<file path="src/verilog/pc_stack_pkg.sv">
// constants and types of the program-flow and indirect addressing unit
//
// Overview of operation
// (RQ1) Program counter is 15 bits; low byte is a register; all reset clear it.
// (RQ2) Writing the low byte also loads the high bits from the high latch.
// (RQ3) Direct call: low byte and bits 2:0 from operand, bits 6:3 from latch.
// (RQ4) Indirect call: low byte from working register, high bits from latch.
// (RQ5) Register branch: counter becomes counter plus one plus unsigned working.
// (RQ6) Operand branch: counter becomes counter plus one plus signed operand.
// (RQ7) Return stack holds 16 entries of 15 bits, outside program and data space.
// (RQ8) Calls and interrupts push, returns pop; the high latch stays untouched.
// (RQ9) With fault reset off, the stack wraps and overwrites oldest entries.
// (RQ10) Overflow and underflow always set their flags.
// (RQ11) Stack pointer register positions the top-of-stack byte registers.
// (RQ12) Stack pointer is 5 bits so faults beyond 16 entries show.
// (RQ13) Push increments pointer then writes; pop reads then decrements.
// (RQ14) Empty stack is pointer 0x1F; first push gives 0x00.
// (RQ15) With fault reset on, overflow or underflow resets and sets the flag.
// (RQ16) Indirect data access goes to the location named by its pointer pair.
// (RQ17) Pointer naming an indirect data register reads zero, write dropped.
// (RQ18) Pointer 0x000 to 0xFFF maps straight onto absolute data addresses.
// (RQ19) Pointer 0x2000 to 0x29AF maps onto 80-byte blocks of each bank.
// (RQ20) Unmapped linear locations read zero; common bytes are not included.
// (RQ21) Pointer top bit set reads program flash low byte, no write, one extra.
// (RQ22) Configuration words sit at program addresses 8007h and 8008h.
// (RQ23) Stack fault reset option is bit 9 of the second configuration word.
// (RQ24) Otherwise the counter steps by one per instruction.
package pc_stack_pkg;

  localparam int unsigned PC_W      = 15;
  localparam int unsigned STK_DEPTH = 16;
  localparam int unsigned SP_W      = 5;
  localparam logic [4:0]  SP_EMPTY  = 5'h1F;
  localparam logic [14:0] IRQ_VECTOR = 15'h0004;

  // register indices; byte address is four times the index
  localparam logic [15:0] IDX_PC_LOW    = 16'h0000;
  localparam logic [15:0] IDX_PC_LATCH  = 16'h0001;
  localparam logic [15:0] IDX_STACK_PTR = 16'h0002;
  localparam logic [15:0] IDX_TOS_LOW   = 16'h0003;
  localparam logic [15:0] IDX_TOS_HIGH  = 16'h0004;
  localparam logic [15:0] IDX_PTR0_LOW  = 16'h0005;
  localparam logic [15:0] IDX_PTR0_HIGH = 16'h0006;
  localparam logic [15:0] IDX_PTR1_LOW  = 16'h0007;
  localparam logic [15:0] IDX_PTR1_HIGH = 16'h0008;
  localparam logic [15:0] IDX_POWER_CTL = 16'h0009;
  localparam logic [15:0] IDX_CFG_ONE   = 16'h8007;
  localparam logic [15:0] IDX_CFG_TWO   = 16'h8008;

  localparam int unsigned OVF_BIT = 7;
  localparam int unsigned UNF_BIT = 6;
  localparam int unsigned CFG2_STACK_RESET_BIT = 9;
  localparam logic [13:0] CFG_RESET = 14'h3FFF;

  localparam logic [15:0] TRAD_LAST = 16'h0FFF;
  localparam logic [15:0] LIN_BASE  = 16'h2000;
  localparam logic [15:0] LIN_LAST  = 16'h29AF;
  localparam logic [11:0] LIN_BLOCK = 12'h050;
  localparam logic [6:0]  GPR_OFS   = 7'h20;
  localparam int unsigned FLASH_BIT = 15;

  typedef enum logic [3:0] {
    OP_NONE, OP_STEP, OP_PCL_WRITE, OP_CALL, OP_INDIRECT_CALL,
    OP_BRW, OP_BRA, OP_RETURN, OP_IRQ
  } core_op_t;

  typedef struct packed {
    core_op_t    op;
    logic [10:0] operand;
    logic [7:0]  wreg;
  } core_cmd_t;

  typedef struct packed {
    logic       valid;
    logic       sel;
    logic       write;
    logic [7:0] wdata;
  } ind_req_t;

  typedef enum logic [1:0] {REGION_NONE, REGION_DATA, REGION_FLASH} region_t;

  typedef struct packed {
    logic        valid;
    region_t     region;
    logic [14:0] addr;
    logic        write;
    logic [7:0]  wdata;
  } mem_req_t;

  typedef struct packed {
    logic       valid;
    logic       extra_cycle;
    logic [7:0] data;
  } ind_rsp_t;

endpackage : pc_stack_pkg

</file>
<file path="src/verilog/pc_stack_unit.sv">
// program counter, return stack and indirect pointer resolution
`timescale 1ns/1ps
module pc_stack_unit #(
  parameter logic [13:0] CFG1_VALUE = pc_stack_pkg::CFG_RESET,
  parameter logic [13:0] CFG2_VALUE = pc_stack_pkg::CFG_RESET
) (
  input  wire logic                    pclk,
  input  wire logic                    presetn,
  input  wire logic [17:0]             paddr,
  input  wire logic                    psel,
  input  wire logic                    penable,
  input  wire logic                    pwrite,
  input  wire logic [31:0]             pwdata,
  input  wire logic [3:0]              pstrb,
  output logic [31:0]                  prdata,
  output logic                         pready,
  output logic                         pslverr,
  input  wire pc_stack_pkg::core_cmd_t core_cmd,
  output logic                         core_ready,
  input  wire pc_stack_pkg::ind_req_t  ind_req,
  output pc_stack_pkg::mem_req_t       mem_req,
  input  wire logic [13:0]             mem_rdata,
  output pc_stack_pkg::ind_rsp_t       ind_rsp,
  output logic [14:0]                  pc,
  output logic                         stack_fault_reset
);
  import pc_stack_pkg::*;

  //////////////////////////////////////////////////////////////////////////////
  // helpers

  function automatic logic is_mapped(input logic [15:0] i);
    return (i <= IDX_POWER_CTL) || (i == IDX_CFG_ONE) || (i == IDX_CFG_TWO);
  endfunction : is_mapped

  function automatic logic is_self(input logic [14:0] a);
    return a[6:1] == 6'h00;
  endfunction : is_self

  function automatic logic [14:0] linear_to_data(input logic [15:0] a);
    logic [11:0] off;
    logic [11:0] bank;
    logic [11:0] slot;
    off  = 12'(a - LIN_BASE);
    bank = off / LIN_BLOCK;
    slot = off % LIN_BLOCK;
    return {3'b000, bank[4:0], 7'(slot[6:0] + GPR_OFS)};
  endfunction : linear_to_data

  //////////////////////////////////////////////////////////////////////////////
  // state

  logic [14:0] pc_r;
  logic [6:0]  latch_r;
  logic [4:0]  sp_r;
  logic [14:0] stack_r [STK_DEPTH];
  logic [7:0]  ptr_lo_r [2];
  logic [7:0]  ptr_hi_r [2];
  logic        ovf_r;
  logic        unf_r;
  logic        fault_r;
  logic [31:0] prdata_r;
  mem_req_t    mem_req_r;
  ind_rsp_t    rsp_r;
  logic        pend_r;
  logic        pend_zero_r;
  logic        pend_flash_r;

  //////////////////////////////////////////////////////////////////////////////
  // apb slave

  logic [15:0] idx;
  logic        wr_en;
  logic        wr_pcl;
  logic        wr_sp;
  logic        wr_top_stack_low_byte;
  logic        wr_top_stack_high_byte;
  logic [7:0]  wbyte;
  logic [31:0] rd_val;
  logic        stack_option;

  assign idx    = paddr[17:2];
  assign wbyte  = pwdata[7:0];
  assign wr_en  = psel & penable & pwrite & pstrb[0] & is_mapped(idx);
  assign wr_pcl = wr_en && (idx == IDX_PC_LOW);
  assign wr_sp  = wr_en && (idx == IDX_STACK_PTR);
  assign wr_top_stack_low_byte = wr_en && (idx == IDX_TOS_LOW);
  assign wr_top_stack_high_byte = wr_en && (idx == IDX_TOS_HIGH);
  assign pready  = 1'b1;
  assign pslverr = psel & penable & ~is_mapped(idx);
  assign prdata  = prdata_r;

  // (RQ23) option from second word
  assign stack_option = CFG2_VALUE[CFG2_STACK_RESET_BIT];

  always_comb
  begin
    rd_val = 32'h0000_0000;
    unique case (idx)
      IDX_PC_LOW:    rd_val[7:0] = pc_r[7:0];
      IDX_PC_LATCH:  rd_val[6:0] = latch_r;
      IDX_STACK_PTR: rd_val[4:0] = sp_r;
      // (RQ11) top of stack view
      IDX_TOS_LOW:   rd_val[7:0] = stack_r[sp_r[3:0]][7:0];
      IDX_TOS_HIGH:  rd_val[6:0] = stack_r[sp_r[3:0]][14:8];
      IDX_PTR0_LOW:  rd_val[7:0] = ptr_lo_r[0];
      IDX_PTR0_HIGH: rd_val[7:0] = ptr_hi_r[0];
      IDX_PTR1_LOW:  rd_val[7:0] = ptr_lo_r[1];
      IDX_PTR1_HIGH: rd_val[7:0] = ptr_hi_r[1];
      IDX_POWER_CTL:
      begin
        rd_val[OVF_BIT] = ovf_r;
        rd_val[UNF_BIT] = unf_r;
      end
      // (RQ22) configuration words
      IDX_CFG_ONE:   rd_val[13:0] = CFG1_VALUE;
      IDX_CFG_TWO:   rd_val[13:0] = CFG2_VALUE;
      default:       rd_val = 32'h0000_0000;
    endcase
  end

  always_ff @(posedge pclk or negedge presetn)
  begin
    if (!presetn)
      prdata_r <= 32'h0000_0000;
    else if (psel && !penable)
      prdata_r <= rd_val;
  end

  //////////////////////////////////////////////////////////////////////////////
  // core command decode

  logic        push;
  logic        pop;
  logic [4:0]  sp_inc;
  logic [4:0]  sp_dec;
  logic        ovf_ev;
  logic        unf_ev;
  logic        fault_now;
  logic [14:0] push_val;

  assign core_ready = !(wr_pcl | wr_sp | wr_top_stack_low_byte | wr_top_stack_high_byte);
  assign push = core_ready && (core_cmd.op == OP_CALL ||
                core_cmd.op == OP_INDIRECT_CALL || core_cmd.op == OP_IRQ);
  assign pop  = core_ready && (core_cmd.op == OP_RETURN);
  assign sp_inc = 5'(sp_r + 5'h01);
  assign sp_dec = 5'(sp_r - 5'h01);
  // (RQ12) fifth bit exposes faults
  assign ovf_ev = push && sp_inc[4] && (sp_r != SP_EMPTY);
  assign unf_ev = pop && (sp_r == SP_EMPTY);
  assign fault_now = stack_option && (ovf_ev || unf_ev);
  assign push_val = (core_cmd.op == OP_IRQ) ? pc_r : 15'(pc_r + 15'h0001);

  //////////////////////////////////////////////////////////////////////////////
  // program counter

  always_ff @(posedge pclk or negedge presetn)
  begin
    // (RQ1) cleared by every reset
    if (!presetn)
      pc_r <= 15'h0000;
    else if (fault_now)
      pc_r <= 15'h0000;
    // (RQ2) full counter reload
    else if (wr_pcl)
      pc_r <= {latch_r, wbyte};
    else
    begin
      unique case (core_cmd.op)
        OP_NONE:      pc_r <= pc_r;
        // (RQ24) plain step
        OP_STEP:      pc_r <= 15'(pc_r + 15'h0001);
        OP_PCL_WRITE: pc_r <= {latch_r, core_cmd.wreg};
        // (RQ3) direct call target
        OP_CALL:      pc_r <= {latch_r[6:3], core_cmd.operand};
        // (RQ4) indirect call target
        OP_INDIRECT_CALL:     pc_r <= {latch_r, core_cmd.wreg};
        // (RQ5) unsigned register branch
        OP_BRW:       pc_r <= 15'(pc_r + 15'h0001 + {7'h00, core_cmd.wreg});
        // (RQ6) signed operand branch
        OP_BRA:       pc_r <= 15'(pc_r + 15'h0001 +
                          {{6{core_cmd.operand[8]}}, core_cmd.operand[8:0]});
        // (RQ13) pop reads first
        OP_RETURN:    pc_r <= stack_r[sp_r[3:0]];
        OP_IRQ:       pc_r <= IRQ_VECTOR;
        default:      pc_r <= pc_r;
      endcase
    end
  end

  assign pc = pc_r;

  // (RQ8) latch only changed by software
  always_ff @(posedge pclk or negedge presetn)
  begin
    if (!presetn)
      latch_r <= 7'h00;
    else if (wr_en && idx == IDX_PC_LATCH)
      latch_r <= wbyte[6:0];
  end

  //////////////////////////////////////////////////////////////////////////////
  // return stack

  always_ff @(posedge pclk or negedge presetn)
  begin
    // (RQ14) empty pointer value
    if (!presetn)
      sp_r <= SP_EMPTY;
    else if (fault_now)
      sp_r <= SP_EMPTY;
    else if (wr_sp)
      sp_r <= wbyte[4:0];
    // (RQ9) pointer wraps through low bits
    else if (push)
      sp_r <= sp_inc;
    else if (pop)
      sp_r <= sp_dec;
  end

  // (RQ7) sixteen entries of fifteen bits
  always_ff @(posedge pclk or negedge presetn)
  begin
    if (!presetn)
    begin
      for (int i = 0; i < STK_DEPTH; i++)
        stack_r[i] <= 15'h0000;
    end
    else if (wr_top_stack_low_byte)
      stack_r[sp_r[3:0]][7:0] <= wbyte;
    else if (wr_top_stack_high_byte)
      stack_r[sp_r[3:0]][14:8] <= wbyte[6:0];
    // (RQ13) push writes after increment
    else if (push && !fault_now)
      stack_r[sp_inc[3:0]] <= push_val;
  end

  // (RQ10) flags, set beats clear
  always_ff @(posedge pclk or negedge presetn)
  begin
    if (!presetn)
    begin
      ovf_r <= 1'b0;
      unf_r <= 1'b0;
    end
    else
    begin
      ovf_r <= ovf_ev | (ovf_r &
               ~(wr_en && idx == IDX_POWER_CTL && !pwdata[OVF_BIT]));
      unf_r <= unf_ev | (unf_r &
               ~(wr_en && idx == IDX_POWER_CTL && !pwdata[UNF_BIT]));
    end
  end

  // (RQ15) device reset request
  always_ff @(posedge pclk or negedge presetn)
  begin
    if (!presetn)
      fault_r <= 1'b0;
    else
      fault_r <= fault_now;
  end

  assign stack_fault_reset = fault_r;

  //////////////////////////////////////////////////////////////////////////////
  // indirect pointers

  always_ff @(posedge pclk or negedge presetn)
  begin
    if (!presetn)
    begin
      ptr_lo_r[0] <= 8'h00;
      ptr_lo_r[1] <= 8'h00;
      ptr_hi_r[0] <= 8'h00;
      ptr_hi_r[1] <= 8'h00;
    end
    else if (wr_en)
    begin
      if (idx == IDX_PTR0_LOW)
        ptr_lo_r[0] <= wbyte;
      if (idx == IDX_PTR0_HIGH)
        ptr_hi_r[0] <= wbyte;
      if (idx == IDX_PTR1_LOW)
        ptr_lo_r[1] <= wbyte;
      if (idx == IDX_PTR1_HIGH)
        ptr_hi_r[1] <= wbyte;
    end
  end

  logic [15:0] ind_addr;
  mem_req_t    req_nxt;
  logic        zero_nxt;
  logic        self_hit;

  // (RQ16) pointer pair forms the address
  assign ind_addr = {ptr_hi_r[ind_req.sel], ptr_lo_r[ind_req.sel]};

  always_comb
  begin
    req_nxt  = '0;
    zero_nxt = 1'b1;
    self_hit = 1'b0;
    req_nxt.write = ind_req.write;
    req_nxt.wdata = ind_req.wdata;
    // (RQ21) program flash, read only
    if (ind_addr[FLASH_BIT])
    begin
      req_nxt.region = REGION_FLASH;
      req_nxt.addr   = ind_addr[14:0];
      req_nxt.write  = 1'b0;
      req_nxt.valid  = ind_req.valid && !ind_req.write;
      zero_nxt       = ind_req.write;
    end
    // (RQ18) traditional data region
    else if (ind_addr <= TRAD_LAST)
    begin
      self_hit       = is_self({3'b000, ind_addr[11:0]});
      req_nxt.region = REGION_DATA;
      req_nxt.addr   = {3'b000, ind_addr[11:0]};
      req_nxt.valid  = ind_req.valid && !self_hit;
      zero_nxt       = self_hit;
    end
    // (RQ19) linear view of bank blocks
    else if (ind_addr >= LIN_BASE && ind_addr <= LIN_LAST)
    begin
      req_nxt.region = REGION_DATA;
      req_nxt.addr   = linear_to_data(ind_addr);
      req_nxt.valid  = ind_req.valid;
      zero_nxt       = 1'b0;
    end
    // (RQ20) unmapped reads zero
    else
    begin
      req_nxt.region = REGION_NONE;
      req_nxt.valid  = 1'b0;
      zero_nxt       = 1'b1;
    end
    if (!req_nxt.valid)
      req_nxt.region = REGION_NONE;
  end

  always_ff @(posedge pclk or negedge presetn)
  begin
    if (!presetn)
    begin
      mem_req_r    <= '0;
      pend_r       <= 1'b0;
      pend_zero_r  <= 1'b0;
      pend_flash_r <= 1'b0;
    end
    else
    begin
      mem_req_r    <= req_nxt;
      pend_r       <= ind_req.valid;
      pend_zero_r  <= zero_nxt;
      pend_flash_r <= ind_addr[FLASH_BIT];
    end
  end

  // (RQ17) self reference returns zero
  always_ff @(posedge pclk or negedge presetn)
  begin
    if (!presetn)
      rsp_r <= '0;
    else
    begin
      rsp_r.valid       <= pend_r;
      rsp_r.extra_cycle <= pend_r && pend_flash_r;
      rsp_r.data        <= pend_zero_r ? 8'h00 : mem_rdata[7:0];
    end
  end

  assign mem_req = mem_req_r;
  assign ind_rsp = rsp_r;
endmodule : pc_stack_unit

</file>
<file path="config.mk">
export PLATFORM = sky130hd
export DESIGN_NAME = pc_stack_unit
export DESIGN_NICKNAME = d
export VERILOG_FILES = /design/src/verilog/pc_stack_pkg.sv /design/src/verilog/pc_stack_unit.sv
export SDC_FILE = /design/constraint.sdc
export NUM_CORES = 1
export LEC_CHECK = 0
export ABC_AREA = 1
export BUFFER_PORTS_ARGS = -buffer_cell sky130_fd_sc_hd__buf_2
export CAP_MARGIN = 20
export CELL_PAD_IN_SITES_DETAIL_PLACEMENT = 1
export CELL_PAD_IN_SITES_GLOBAL_PLACEMENT = 2
export CORE_ASPECT_RATIO = 1.4
export CORE_MARGIN = 2
export CORE_UTILIZATION = 35
export CTS_CLUSTER_DIAMETER = 150
export CTS_CLUSTER_SIZE = 30
export DETAILED_ROUTE_END_ITERATION = 12
export GPL_ROUTABILITY_DRIVEN = 0
export PLACE_DENSITY = 0.93
export SETUP_SLACK_MARGIN = 0.02
export SLEW_MARGIN = 25
export SYNTH_ARGS = -nofsm -noshare
export SYNTH_HDL_FRONTEND = slang
export SYNTH_SLANG_ARGS = --single-unit
</file>
<file path="constraint.sdc">
create_clock -name pclk -period 3.98 [get_ports pclk]
set_input_delay 0.398 -clock pclk [delete_from_list [all_inputs] [get_ports pclk]]
set_output_delay 0.398 -clock pclk [all_outputs]
set_load 0.02 [all_outputs]
</file>
==> flow_metrics.py <==
metrics = {
    "sta": {
        "grt_setup_unrepaired": "no",
        "fin_setup_tns_ns": 0,
        "max_freq_ghz": 0.270,
        "final-hold-violation-count": 0,
        "tightest_slew_ns": 1.14,
        "timing_max_transition_violations_final": 0,
        "worst_clock_skew_ns": 0.0370,
        "finalWorstPathRequiredPeriod_ns": 3.70,
        "final.period_utilization_pct": 93.1,
        "relative_slew_slack_pct": 23.9,
        "finalSetupViolations": 0,
    },
    "worst_setup_path": {
        "reg2reg_setup_slack_ns": 0.28,
        "worst-endpoint-arrival_ns": 4.14,
        "worstRegToRegCells": 23,
        "setup.worst_path.start_class": "flip-flop",
        "crit_path_end_kind": "flip-flop",
        "worstReg2RegStart": "pc[1]",
        "required_ns": 4.42,
        "reg2reg_to": "pc[13]",
        "critical_path_class": "reg -> reg",
        "worstPathMaxFanout": 6,
    },
    "detailed_routing": {
        "vias": 23100,
        "avgViaCountPerCell": 5.68,
        "drc_errors": 0,
        "totalWireLength_um": 94700,
        "final_antenna_net_count": 0,
        "detailedRoute.firstPassIterationCount": 5,
        "first_iter_violations": 1977,
        "routed_wirelength_normalized_by_instance_count_um": 23.3,
    },
    "logic_synthesis": {
        "yosys_most_used_dff": "sky130_fd_sc_hd__dfrtp_1",
        "simple_gate_share_of_the_synthesized_area_pct": 27.7,
        "yosys_register_bits": 351,
        "yosys_warnings": 0,
        "synth_compound_gate_area_share_pct": 21.6,
        "synth_seq_area_share_pct": 39.9,
        "async_flop_share_pct": 100,
        "post_synth_mux_area_share_pct": 0.392,
        "post_synth_num_cell_types": 62,
        "yosys.area_share.adder_pct": 1.40,
        "synth_area_um2": 22000,
        "main_combinational_cell_family_by_area_after_synthesis": "simple AND/OR/NAND/NOR gates",
        "synth_enable_flop_cells": 0,
        "synth_area_per_cell_um2": 7.05,
        "synthesis.instances": 3123,
        "synthXorXnorAreaFrac_pct": 0.756,
    },
    "place": {
        "dpl.cell_count": 4028,
        "portbufs": 140,
        "dp_hpwl_um": 68400,
        "place_area_um2": 23900,
    },
    "layout": {
        "layout.cell_area.non_filler_um2": 24400,
        "layout.cells.most_common": "sky130_fd_sc_hd__nand2_1",
        "postLayoutCoreUtil_pct": 39.3,
        "fin_nets": 3363,
        "layout_common_cells": "sky130_fd_sc_hd__nand2_1, sky130_fd_sc_hd__o21ai_0, sky130_fd_sc_hd__dfrtp_1",
        "filler_cell_count": 7931,
        "flow.area_growth_from_synthesis_pct": 11.0,
        "layoutNonFillerInstCount": 4063,
        "layout_cells_sized_above_1_pct": 12.1,
    },
    "clock_network": {
        "clkLatencyLatePin_ns": 0.57,
        "cts-htree-levels": 1,
        "clk_transition_reported_paths_ns": 0.13,
        "cts.sink_count": 351,
        "clock_tree.buffer_depth": 3,
        "cts_tree": "done",
        "number_of_buffers_inserted_during_clock_tree_synthesis": 15,
        "clock-root-buffer": "sky130_fd_sc_hd__clkbuf_16",
    },
    "power": {
        "internal_power_w": 0.00682,
        "power.density_cell_area_nw_per_um2": 562,
        "power.switching_w": 0.00690,
        "seq_power_share_pct": 33.4,
        "clockPowerShare_pct": 14.5,
        "p_comb_share_pct": 52.1,
        "worst_ir_drop_vdd_uv": 289,
        "cellLeakagePower_nw": 11.7,
        "power.switching_fraction_pct": 50.3,
    },
    "global_route": {
        "antenna_found_initial": 0,
        "grt_pass1_wl_um": 143000,
        "globalRouteOverflowTotal": 0,
        "first_global_vias": 23500,
        "grt_start_max_net_pins": 88,
        "globalRouteTotalUtil_pct": 28.7,
    },
    "die": {
        "start_util_pct": 35.4,
        "io_pins": 195,
        "die_area_um2": 64900,
        "floorplan.core_area_um2": 62200,
        "die_width_um": 216,
        "placementRows": 108,
        "die-height_um": 301,
    },
    "worst_hold_path": {
        "worstHoldPathCells": 3,
        "startpoint_of_the_worst_hold_path": "mem_rdata[5]",
        "hold_path_class": "in -> reg",
        "whs_endpoint": "ind_rsp[5]",
    },
    "flow_run": {
        "timing.max_cap.violations": 0,
    },
    "status": {
        "outcome": "completed",
    },
}
==> flip-flops by register name, summed over array words and instances, names as in the netlist <==
name               cells
prdata                 9
pend_flash_r           1
stack_r              240
pend_zero_r            1
ovf_r                  1
ptr_hi_r              16
unf_r                  1
stack_fault_reset      1
sp_r                   5
ind_rsp               10
pend_r                 1
pc                    15
mem_req               27
latch_r                7
ptr_lo_r              16
==> logic make-up (layout without fill, tap and decap cells) <==
family,count (synthesis),after routing
other,2,20
XOR/XNOR,19,19
multiplexers,8,8
adder cells (fa/ha/maj),24,24
AO/OA/AOI/OAI,852,852
buffers and inverters,418,515
AND/OR/NAND/NOR,1449,1449
flip-flops,351,351
==> repair_timing <==
action	CTS	global route
hold buffers	11	0
endpoints found under the hold margin	67	0
endpoints found under the setup margin	0	5
buffers inserted	0	1
resized for setup	0	5
==> metal layers <==
| metal | share of wire [%] | GRT usage, % | up-vias |
|---|---|---|---|
| met5 | 0 | 0 | - |
| met4 | 8.0 | 19.7 | 0 |
| met3 | 5.6 | 3.31 | 308 |
| met2 | 48 | 49.4 | 838 |
| met1 | 39 | 33.6 | 11300 |
| li1 | - | - | 10700 |
==> power groups by stage <==
stage                     combinational, W  sequential [W]  clock, W
final                              0.00715         0.00459   0.00199
after global routing               0.00761         0.00466   0.00213
after CTS                          0.00694         0.00458   0.00202
after detailed placement           0.00689         0.00465         0
after global placement             0.00678         0.00462         0
after floorplan                    0.00387         0.00459         0
==> worst max-delay path, cell delays in order (launching register included) <==
cell                       delay (ns)
sky130_fd_sc_hd__dfrtp_1         0.44
sky130_fd_sc_hd__ha_1            0.21
sky130_fd_sc_hd__nand2_1         0.07
sky130_fd_sc_hd__nor2_1          0.09
sky130_fd_sc_hd__nand2_1         0.07
sky130_fd_sc_hd__nor2_1          0.10
sky130_fd_sc_hd__inv_1           0.06
sky130_fd_sc_hd__nor2_1          0.08
sky130_fd_sc_hd__inv_1           0.07
sky130_fd_sc_hd__nor2_1          0.09
sky130_fd_sc_hd__inv_1           0.07
sky130_fd_sc_hd__nor3_2          0.17
sky130_fd_sc_hd__xor2_1          0.12
sky130_fd_sc_hd__ha_1            0.40
sky130_fd_sc_hd__inv_1           0.09
sky130_fd_sc_hd__nor4_2          0.31
sky130_fd_sc_hd__nand3_1         0.15
sky130_fd_sc_hd__nand4_1         0.17
sky130_fd_sc_hd__a21o_1          0.15
sky130_fd_sc_hd__a21oi_1         0.07
sky130_fd_sc_hd__xor2_1          0.17
sky130_fd_sc_hd__o221ai_1        0.12
sky130_fd_sc_hd__a211oi_1        0.20
sky130_fd_sc_hd__o22ai_1         0.10
==> cell usage after synthesis (3+ instances only) <==
cell | instances | area share (%)
sky130_fd_sc_hd__clkinv_1 | 14 | 0.24
sky130_fd_sc_hd__a21oi_2 | 7 | 0.28
sky130_fd_sc_hd__nand3_1 | 179 | 4.1
sky130_fd_sc_hd__or2_2 | 8 | 0.23
sky130_fd_sc_hd__nand2_1 | 972 | 17
sky130_fd_sc_hd__mux2_2 | 5 | 0.26
sky130_fd_sc_hd__o21ai_2 | 3 | 0.12
sky130_fd_sc_hd__a21oi_1 | 128 | 2.9
sky130_fd_sc_hd__a221oi_1 | 20 | 0.80
sky130_fd_sc_hd__inv_1 | 209 | 3.6
sky130_fd_sc_hd__clkbuf_1 | 114 | 1.9
sky130_fd_sc_hd__buf_2 | 14 | 0.32
sky130_fd_sc_hd__mux2i_1 | 3 | 0.14
sky130_fd_sc_hd__o21ai_1 | 85 | 1.9
sky130_fd_sc_hd__nor3_1 | 13 | 0.30
sky130_fd_sc_hd__o211ai_1 | 6 | 0.20
sky130_fd_sc_hd__buf_6 | 12 | 0.61
sky130_fd_sc_hd__nand4_1 | 18 | 0.51
sky130_fd_sc_hd__inv_2 | 18 | 0.31
sky130_fd_sc_hd__buf_4 | 32 | 1.1
sky130_fd_sc_hd__dfstp_2 | 5 | 0.60
sky130_fd_sc_hd__a32oi_1 | 3 | 0.12
sky130_fd_sc_hd__nand2_2 | 32 | 0.91
sky130_fd_sc_hd__o21ai_0 | 402 | 9.1
sky130_fd_sc_hd__o22ai_1 | 154 | 4.4
sky130_fd_sc_hd__dfrtp_1 | 346 | 39
sky130_fd_sc_hd__xnor2_1 | 3 | 0.12
sky130_fd_sc_hd__a211oi_1 | 3 | 0.10
sky130_fd_sc_hd__xor2_1 | 16 | 0.64
sky130_fd_sc_hd__or4_1 | 5 | 0.17
sky130_fd_sc_hd__ha_1 | 23 | 1.3
sky130_fd_sc_hd__a22o_1 | 9 | 0.36
sky130_fd_sc_hd__o2111ai_1 | 8 | 0.32
sky130_fd_sc_hd__a22oi_1 | 6 | 0.20
sky130_fd_sc_hd__nor4_1 | 5 | 0.14
sky130_fd_sc_hd__nor2_2 | 8 | 0.23
sky130_fd_sc_hd__nor2_4 | 12 | 0.61
sky130_fd_sc_hd__buf_1 | 3 | 0.051
sky130_fd_sc_hd__o221ai_1 | 3 | 0.12
sky130_fd_sc_hd__nor2_1 | 182 | 3.1
sky130_fd_sc_hd__nor2_8 | 3 | 0.27
==> cell type report <==
cell class / count / area, um2 / area share (%)
Sequential cell: 351 / 8790 / 36.0
Clock inverter: 3 / 22.5 / 0.0922
Tap cell: 825 / 1030 / 4.22
Clock buffer: 19 / 390 / 1.60
Antenna cell: 1 / 2.50 / 0.0102
Multi-Input combinational cell: 2371 / 11600 / 47.4
Inverter: 243 / 918 / 3.76
Timing Repair Buffer: 250 / 1690 / 6.91
==> worst max-delay path by stage <==
stage,depth (start not counted),end,from
final,23,pc[13],pc[1]
after global routing,25,pc[14],pc[0]
after global placement,25,pc[14],core_cmd[20]
after CTS,23,pc[13],pc[1]
after floorplan,23,pc[13],pc[1]
after detailed placement,25,pc[14],core_cmd[20]
==> metrics by stage <==
| stage | total power [W] | hold WS, ns | worst slack (ns) |
|---|---|---|---|
| 2_1_floorplan | 0.00845 | 0.102 | 0.616 |
| 3_3_place_gp | 0.0114 | 0.364 | 0.105 |
| 3_5_place_dp | 0.0115 | 0.374 | 0.0203 |
| 4_1_cts | 0.0135 | 0.00315 | 0.114 |
| 5_1_grt | 0.0144 | 0.0177 | 0.0353 |
| 6_report | 0.0137 | 0.0222 | 0.276 |
Note: power is estimated with default switching activity, not from simulation.
